## src/rtl/iaclm_consts.vh

```
// constants for the ipv4 access control entry matcher
`ifndef IACLM_CONSTS_VH
`define IACLM_CONSTS_VH
// ****************************************************************
// register word offsets
// ****************************************************************
`define IACLM_REG_CTRL      4'h0
`define IACLM_REG_PROTO     4'h1
`define IACLM_REG_SRC_ADDR  4'h2
`define IACLM_REG_SRC_MASK  4'h3
`define IACLM_REG_DST_ADDR  4'h4
`define IACLM_REG_DST_MASK  4'h5
`define IACLM_REG_STATUS    4'h6
`define IACLM_REG_HITCNT    4'h7
// ****************************************************************
// control register fields (low bit positions; ipv4 one bit, protocol three bits, others two bits each)
// ****************************************************************
`define IACLM_CTRL_IPV4     0
`define IACLM_CTRL_PROTO    1
`define IACLM_CTRL_TTL      4
`define IACLM_CTRL_FRAG     6
`define IACLM_CTRL_OPT      8
`define IACLM_CTRL_SRC      10
`define IACLM_CTRL_DST      12
`define IACLM_CTRL_RESET    32'h0000_0000
// ****************************************************************
// criterion encodings
// ****************************************************************
`define IACLM_PROTO_ANY     3'h0
`define IACLM_PROTO_SPEC    3'h1
`define IACLM_PROTO_ICMP    3'h2
`define IACLM_PROTO_UDP     3'h3
`define IACLM_PROTO_TCP     3'h4
`define IACLM_TRI_ANY       2'h0
`define IACLM_TRI_NO        2'h1
`define IACLM_TRI_YES       2'h2
`define IACLM_ADDR_ANY      2'h0
`define IACLM_ADDR_HOST     2'h1
`define IACLM_ADDR_NET      2'h2
`define IACLM_NUM_ICMP      8'h01
`define IACLM_NUM_TCP       8'h06
`define IACLM_NUM_UDP       8'h11
`endif

```

## src/rtl/iaclm_addr_match.v

```verilog
// address criterion comparator: any, host or masked network
`timescale 1ns/1ps
`default_nettype none
`include "iaclm_consts.vh"
module iaclm_addr_match #(
  parameter WIDTH = 32
) (
  input  wire [1:0]       mode,
  input  wire [WIDTH-1:0] frameAddr,
  input  wire [WIDTH-1:0] cfgAddr,
  input  wire [WIDTH-1:0] cfgMask,
  output reg              ok
);
  // compare per mode
  always @* begin
    case (mode)
      `IACLM_ADDR_ANY:  ok = 1'b1;
      `IACLM_ADDR_HOST: ok = (frameAddr == cfgAddr);
      `IACLM_ADDR_NET:  ok = ((frameAddr & cfgMask) == (cfgAddr & cfgMask));
      default:          ok = 1'b0;
    endcase
  end
endmodule // iaclm_addr_match
`default_nettype wire

```

## src/rtl/iaclm_matcher.v

```verilog
// ipv4 access control entry matcher with avalon-mm register slave
// Behaviour
// - ipv4 criteria apply only when entry frame type selects ipv4
// - protocol any ignores the protocol field
// - protocol specific needs field equal to configured 8-bit value
// - icmp selection needs protocol icmp, plus icmp criteria pass
// - udp selection needs protocol udp, plus udp port criteria pass
// - tcp selection needs protocol tcp, plus tcp port and flag criteria
// - lifetime zero rejects frames with ttl above zero
// - lifetime non-zero needs ttl above zero; any ignores ttl
// - fragment no rejects frames with more-fragments or nonzero offset
// - fragment yes needs fragmented frame; any ignores fragmentation
// - options no rejects frames carrying header options
// - options yes needs options present; any ignores options
// - source any ignores source address
// - source host needs exact 32-bit source address equality
// - source network compares only bits where source mask is one
// - destination any ignores destination address
// - destination host needs exact 32-bit destination equality
// - destination network compares only bits where destination mask is one
`timescale 1ns/1ps
`default_nettype none
`include "iaclm_consts.vh"
module iaclm_matcher #(
  parameter ADDR_W = 32
) (
  input  wire              clock,
  input  wire              reset_n,
  // avalon-mm slave, word addressed
  input  wire [3:0]        address,
  input  wire              read,
  input  wire              write,
  input  wire [31:0]       writedata,
  output reg  [31:0]       readdata,
  output reg               waitrequest,
  output reg  [1:0]        response,
  // decoded header from the parser
  input  wire              frameValid,
  input  wire              frameIsIpv4,
  input  wire [7:0]        frameProto,
  input  wire [7:0]        frameTtl,
  input  wire              frameMoreFrag,
  input  wire [12:0]       frameFragOffset,
  input  wire              frameHasOptions,
  input  wire [ADDR_W-1:0] frameSrcAddr,
  input  wire [ADDR_W-1:0] frameDstAddr,
  input  wire              frameL4Ok,
  // verdict
  output reg               resultValid_q,
  output reg               entryHit_q
);
  // ****************************************************************
  // configuration and status registers
  // ****************************************************************
  reg  [31:0]       ctrl_q;
  reg  [7:0]        protoValue_q;
  reg  [ADDR_W-1:0] srcAddr_q;
  reg  [ADDR_W-1:0] srcMask_q;
  reg  [ADDR_W-1:0] dstAddr_q;
  reg  [ADDR_W-1:0] dstMask_q;
  reg  [31:0]       hitCount_q;
  reg               busy_q;

  wire       selIpv4  = ctrl_q[`IACLM_CTRL_IPV4];
  wire [2:0] protoSel = ctrl_q[`IACLM_CTRL_PROTO+2:`IACLM_CTRL_PROTO];
  wire [1:0] ttlSel   = ctrl_q[`IACLM_CTRL_TTL+1:`IACLM_CTRL_TTL];
  wire [1:0] fragSel  = ctrl_q[`IACLM_CTRL_FRAG+1:`IACLM_CTRL_FRAG];
  wire [1:0] optSel   = ctrl_q[`IACLM_CTRL_OPT+1:`IACLM_CTRL_OPT];
  wire [1:0] srcSel   = ctrl_q[`IACLM_CTRL_SRC+1:`IACLM_CTRL_SRC];
  wire [1:0] dstSel   = ctrl_q[`IACLM_CTRL_DST+1:`IACLM_CTRL_DST];

  // ****************************************************************
  // criterion evaluation
  // ****************************************************************
  reg protoOk;
  reg ttlOk;
  reg fragOk;
  reg optOk;
  wire srcOk;
  wire dstOk;
  wire isFragment = frameMoreFrag | (frameFragOffset != 13'h0000);
  wire ttlAboveZero = (frameTtl != 8'h00);

  // protocol criterion
  always @* begin
    case (protoSel)
      `IACLM_PROTO_ANY:  protoOk = 1'b1;
      `IACLM_PROTO_SPEC: protoOk = (frameProto == protoValue_q);
      `IACLM_PROTO_ICMP: protoOk = (frameProto == `IACLM_NUM_ICMP) & frameL4Ok;
      `IACLM_PROTO_UDP:  protoOk = (frameProto == `IACLM_NUM_UDP) & frameL4Ok;
      `IACLM_PROTO_TCP:  protoOk = (frameProto == `IACLM_NUM_TCP) & frameL4Ok;
      default:           protoOk = 1'b0;
    endcase
  end

  // lifetime criterion
  always @* begin
    case (ttlSel)
      `IACLM_TRI_ANY: ttlOk = 1'b1;
      `IACLM_TRI_NO:  ttlOk = ~ttlAboveZero;
      `IACLM_TRI_YES: ttlOk = ttlAboveZero;
      default:        ttlOk = 1'b0;
    endcase
  end

  // fragment criterion
  always @* begin
    case (fragSel)
      `IACLM_TRI_ANY: fragOk = 1'b1;
      `IACLM_TRI_NO:  fragOk = ~isFragment;
      `IACLM_TRI_YES: fragOk = isFragment;
      default:        fragOk = 1'b0;
    endcase
  end

  // options criterion
  always @* begin
    case (optSel)
      `IACLM_TRI_ANY: optOk = 1'b1;
      `IACLM_TRI_NO:  optOk = ~frameHasOptions;
      `IACLM_TRI_YES: optOk = frameHasOptions;
      default:        optOk = 1'b0;
    endcase
  end

  iaclm_addr_match #(
    .WIDTH     (ADDR_W)
  ) uSrcMatch (
    .mode      (srcSel),
    .frameAddr (frameSrcAddr),
    .cfgAddr   (srcAddr_q),
    .cfgMask   (srcMask_q),
    .ok        (srcOk)
  );

  iaclm_addr_match #(
    .WIDTH     (ADDR_W)
  ) uDstMatch (
    .mode      (dstSel),
    .frameAddr (frameDstAddr),
    .cfgAddr   (dstAddr_q),
    .cfgMask   (dstMask_q),
    .ok        (dstOk)
  );

  wire ipv4CritOk = protoOk & ttlOk & fragOk & optOk & srcOk & dstOk;
  wire entryHit_d = selIpv4 ? (frameIsIpv4 & ipv4CritOk) : 1'b0;

  // ****************************************************************
  // verdict registers
  // ****************************************************************
  // one verdict per frameValid pulse, one cycle later
  always @(posedge clock or negedge reset_n) begin
    if (!reset_n) begin
      resultValid_q <= 1'b0;
      entryHit_q    <= 1'b0;
      hitCount_q    <= 32'h0000_0000;
    end else begin
      resultValid_q <= frameValid;
      entryHit_q    <= frameValid & entryHit_d;
      if (frameValid && entryHit_d) begin
        hitCount_q <= hitCount_q + 32'h0000_0001;
      end
    end
  end

  // ****************************************************************
  // avalon-mm slave
  // ****************************************************************
  wire request = (read | write) & ~busy_q;
  reg  [31:0] readMux;
  reg         addrValid;

  // read multiplexer and decode
  always @* begin
    addrValid = 1'b1;
    case (address)
      `IACLM_REG_CTRL:     readMux = ctrl_q;
      `IACLM_REG_PROTO:    readMux = {24'h000000, protoValue_q};
      `IACLM_REG_SRC_ADDR: readMux = srcAddr_q;
      `IACLM_REG_SRC_MASK: readMux = srcMask_q;
      `IACLM_REG_DST_ADDR: readMux = dstAddr_q;
      `IACLM_REG_DST_MASK: readMux = dstMask_q;
      `IACLM_REG_STATUS:   readMux = {30'h00000000, entryHit_q, resultValid_q};
      `IACLM_REG_HITCNT:   readMux = hitCount_q;
      default: begin
        readMux   = 32'h0000_0000;
        addrValid = 1'b0;
      end
    endcase
  end

  // one wait cycle, answer on second edge
  always @(posedge clock or negedge reset_n) begin
    if (!reset_n) begin
      busy_q       <= 1'b0;
      waitrequest  <= 1'b1;
      readdata     <= 32'h0000_0000;
      response     <= 2'h0;
      ctrl_q       <= `IACLM_CTRL_RESET;
      protoValue_q <= 8'h00;
      srcAddr_q    <= {ADDR_W{1'b0}};
      srcMask_q    <= {ADDR_W{1'b0}};
      dstAddr_q    <= {ADDR_W{1'b0}};
      dstMask_q    <= {ADDR_W{1'b0}};
    end else begin
      busy_q      <= request;
      waitrequest <= ~request;
      if (request) begin
        readdata <= read ? readMux : 32'h0000_0000;
        response <= addrValid ? 2'h0 : 2'h3;
      end
      if (request && write) begin
        case (address)
          `IACLM_REG_CTRL:     ctrl_q       <= {18'h00000, writedata[13:0]};
          `IACLM_REG_PROTO:    protoValue_q <= writedata[7:0];
          `IACLM_REG_SRC_ADDR: srcAddr_q    <= writedata[ADDR_W-1:0];
          `IACLM_REG_SRC_MASK: srcMask_q    <= writedata[ADDR_W-1:0];
          `IACLM_REG_DST_ADDR: dstAddr_q    <= writedata[ADDR_W-1:0];
          `IACLM_REG_DST_MASK: dstMask_q    <= writedata[ADDR_W-1:0];
          default: begin
          end
        endcase
      end
    end
  end
endmodule // iaclm_matcher
`default_nettype wire

```

## config.mk

```make
export PLATFORM = sky130hd
export DESIGN_NAME = iaclm_matcher
export DESIGN_NICKNAME = d
export VERILOG_FILES = /design/src/rtl/iaclm_addr_match.v /design/src/rtl/iaclm_matcher.v
export VERILOG_INCLUDE_DIRS = /design/src /design/src/rtl
export SDC_FILE = /design/constraint.sdc
export NUM_CORES = 1
export LEC_CHECK = 0
export BUFFER_PORTS_ARGS = -buffer_cell sky130_fd_sc_hd__buf_2
export CORE_ASPECT_RATIO = 1.75
export CORE_UTILIZATION = 55
export DETAILED_ROUTE_END_ITERATION = 8
export GPL_TIMING_DRIVEN = 0
export MAX_ROUTING_LAYER = met4
export PLACE_DENSITY_LB_ADDON = 0.12
export SLEW_MARGIN = 20
export SYNTH_ARGS = -nofsm -noshare
export SYNTH_HDL_FRONTEND = slang
export SYNTH_SLANG_ARGS = --single-unit
```

## constraint.sdc

```tcl
create_clock -name clock -period 3.05 [get_ports clock]
set_input_delay 0 -clock clock [delete_from_list [all_inputs] [get_ports clock]]
set_output_delay 0 -clock clock [all_outputs]
set_load 0.01 [all_outputs]
```

==> flow_metrics.tcl <==
set metrics [dict create \
    syn_avg_cell_area_sq_um 11.72 \
    seq_area_frac_synth_pct 50.23 \
    areaGrowthSynthToFinish_pct 21.41 \
    end_kind "register" \
    path_clk_slew_ps 70 \
    drv_cap 0 \
    cts_sinks 219 \
    numCtsBuffers 21 \
    r2r_end "hitCount_q[17]" \
    hold_path_class "input pin to register" \
    grt_antenna_before_repair 0 \
    switching_share_pct 31.80 \
    tritoncts "yes" \
    whs_ps 8.830 \
    ys_ff_latch 219 \
    crit_required_ps 3440 \
    ir_worst_vdd_v 0.0005228 \
    die_w_um 108.5 \
    worst_ep_arrival_time_ps 3340 \
    synth_cell_types 43 \
    synthCells 931 \
    rows 67 \
    worst_slack_ps 98.59 \
    grt_pass1_wl_um 56260 \
    drt-total-wl_um 38320 \
    hold_path_depth 3 \
    htreeDepth 1 \
    synth_edf_count 0 \
    syn-cell-area_sq_mm 0.01091 \
    final_area_sq_mm 0.01325 \
    wl_per_cell_um 26.98 \
    highest_layer "met4" \
    start_util_pct 56.60 \
    routabilityCongestion 1.000 \
    final_common_cell "dfrtp_1" \
    p_clk_share_pct 31.2 \
    cp_max_fo 10 \
    fin_crit_sh_pct 96.77 \
    min-delay-start "read" \
    cp_slowest_cell "or3_4" \
    synth_top_area_share_pct 49.99 \
    drt_iter0_drc 803 \
    grtUsageTotal_pct 39.69 \
    synth_warnings 0 \
    switchingPower_mw 2.731 \
    vias_per_cell 6.432 \
    hpwl_um 29120 \
    chipHeight_um 188.3 \
    run_status "finished, final reports clean" \
    yosysTopAreaCell "dfrtp_1" \
    intPower_mw 5.858 \
    globalRouteOverflowTotal 0 \
    p_leak_nw 6.182 \
    postRouteAntennaNets 0 \
    syn-num-nets 1070 \
    seqPwrFrac_pct 46.9 \
    place_area_sq_mm 0.01214 \
    diodes 0 \
    fin_util_pct 68.72 \
    core_area_sq_mm 0.01928 \
    min_to "readdata[1]" \
    drive_above_1_share_pct 32.23 \
    hold_violations 0 \
    drc 0 \
    vias 9133 \
    place_ws_ps -74.03 \
    crit_family "compound AO/OA/AOI/OAI gates" \
    async_flop_share_pct 100.0 \
    wl_met1_um 12690 \
    slowest_delay_ps 420 \
    wl_met2_um 19680 \
    drt_first_pass_iters 5 \
    path_class "register to register" \
    reg2reg_depth 10 \
    first_global_vias 9313 \
    mostFrequentLayoutCells "dfrtp_1, buf_2, mux2_2" \
    synth_area_leaders "dfrtp_1, mux2_2, xor2_1" \
    finClkSkew_ps 16.84 \
    grt_start_max_net_pins 93 \
    instances_no_fill 1420 \
    ys.flop_type "dfrtp_1" \
    crit_path_frequent_cell "nand4_1" \
    r2r-start "srcAddr_q[25]" \
    powerDensity_mw_per_mm2 648.3 \
    pwr-share-comb_pct 21.8 \
    period_minus_slack_ps 2951 \
    worst_pin_slew_ps 1000 \
    cp_cell_sequence "xor2_1, a22o_1, a221oi_1, nand4_1, or3_4, a221oi_4, buf_4, buf_6, nand4_1, xnor2_1" \
    final_net_count 1305 \
    wl_met3_um 2453 \
    worst-path-buf-inv 2 \
    rrSetupSlack_ps 100 \
    clk_latency_ps 520 \
    startpoint_type "register" \
    max_slew_margin_pct 33.33 \
    clockRootBuffer "clkbuf_16" \
    die_area_sq_mm 0.02043 \
    setup_viol_count_final 0 \
    ioPinCount 175 \
    fillerInstances 1525 \
    rsz0062_at_grt "false" \
    fmax_mhz 338.8 \
    io_buffers 170 \
    dp_cells 1345 \
    finalMaxSlewViolations 0 \
    clock_path_buffers 3 \
]
==> area by class of cell <==
class,count,area (sq um),share of cell area [%]
sequential,219,5482,41.37
multi-input combinational,659,5228,39.46
timing repair buffer,212,1316,9.935
clock buffer,29,605.6,4.571
tap,241,301.5,2.276
buffer,51,220.2,1.662
clock inverter,7,88.84,0.6705
inverter,2,7.507,0.05666
==> tightest hold or removal path, stage by stage <==
cell and delay, ps:
buf_2 110, or3b_2 260, o21ai_0 110
==> through the flow <==
stage	total power, mW	setup TNS [ps]
detailed placement	5.843	-668.8
CTS	8.547	0
finish	8.590	0
global placement	5.780	-400240
floorplan	4.916	0
global route	8.859	0
==> state kept, by name, indices dropped and copies added (netlist names) <==
| signal | cells |
|---|---|
| protoValue_q | 8 |
| waitrequest | 1 |
| response | 1 |
| ctrl_q | 14 |
| dstMask_q | 32 |
| resultValid_q | 1 |
| readdata | 32 |
| srcMask_q | 32 |
| hitCount_q | 32 |
| dstAddr_q | 32 |
| busy_q | 1 |
| entryHit_q | 1 |
| srcAddr_q | 32 |
==> power groups by stage <==
stage / registers (mW) / clock network [mW] / logic [mW]
global route: 4.06 / 2.82 / 1.98
CTS: 4.00 / 2.70 / 1.84
finish: 4.03 / 2.68 / 1.87
global placement: 4.03 / 0 / 1.75
floorplan: 3.80 / 0 / 1.11
detailed placement: 4.06 / 0 / 1.79
==> kinds of logic (layout without fill, tap and decap cells) <==
kind of cell	Yosys count	in the layout	synth area share, %
and+or+nand+nor	204	204	9.654
AOI/OAI and AO/OA	161	161	10.12
adders and majority gates	1	1	0.1146
xor gates and xnor gates	103	103	8.266
muxes	190	190	19.53
DFF	219	219	50.23
buffers and inverters	53	301	2.087
==> per-layer routing <==
| layer | global-route usage [%] | vias up |
|---|---|---|
| li1 | - | 3916 |
| met1 | 42.62 | 4540 |
| met2 | 66.31 | 517 |
| met3 | 4.116 | 160 |
| met4 | 29.73 | 0 |
| met5 | - | - |
==> cell usage after synthesis, types with 15 or more instances <==
library cell	instances
nor4_1	25
nand3_1	17
clkbuf_1	31
mux2_2	153
nor2_1	16
a222oi_1	20
xnor2_1	30
a22oi_1	18
a221oi_1	15
a21oi_1	25
and3_1	15
mux2i_1	34
dfrtp_1	218
o21ai_0	61
nand2_1	73
xor2_1	73
nand4_1	24
==> worst max-delay path by stage <==
stage | from | endpoint | slack, ps | cells past startpoint
2_1_floorplan | srcAddr_q[25] | hitCount_q[15] | 640 | 9
3_3_place_gp | reset_n | readdata[4] | -1830 | 1
3_5_place_dp | dstAddr_q[6] | hitCount_q[17] | -70 | 9
4_1_cts | dstAddr_q[6] | hitCount_q[17] | 40 | 10
5_1_grt | srcAddr_q[11] | hitCount_q[12] | 70 | 10
6_report | srcAddr_q[25] | hitCount_q[17] | 100 | 10
==> repair_timing <==
| item | CTS | global route |
|---|---|---|
| hold buffers | 36 | 0 |
| buffers inserted | 3 | 0 |
| endpoints found under the hold margin | 371 | 0 |
| resized for setup | 0 | 2 |
| endpoints found under the setup margin | 25 | 1 |
| pin swaps | 1 | 0 |
(Power assumes the default switching activity.)
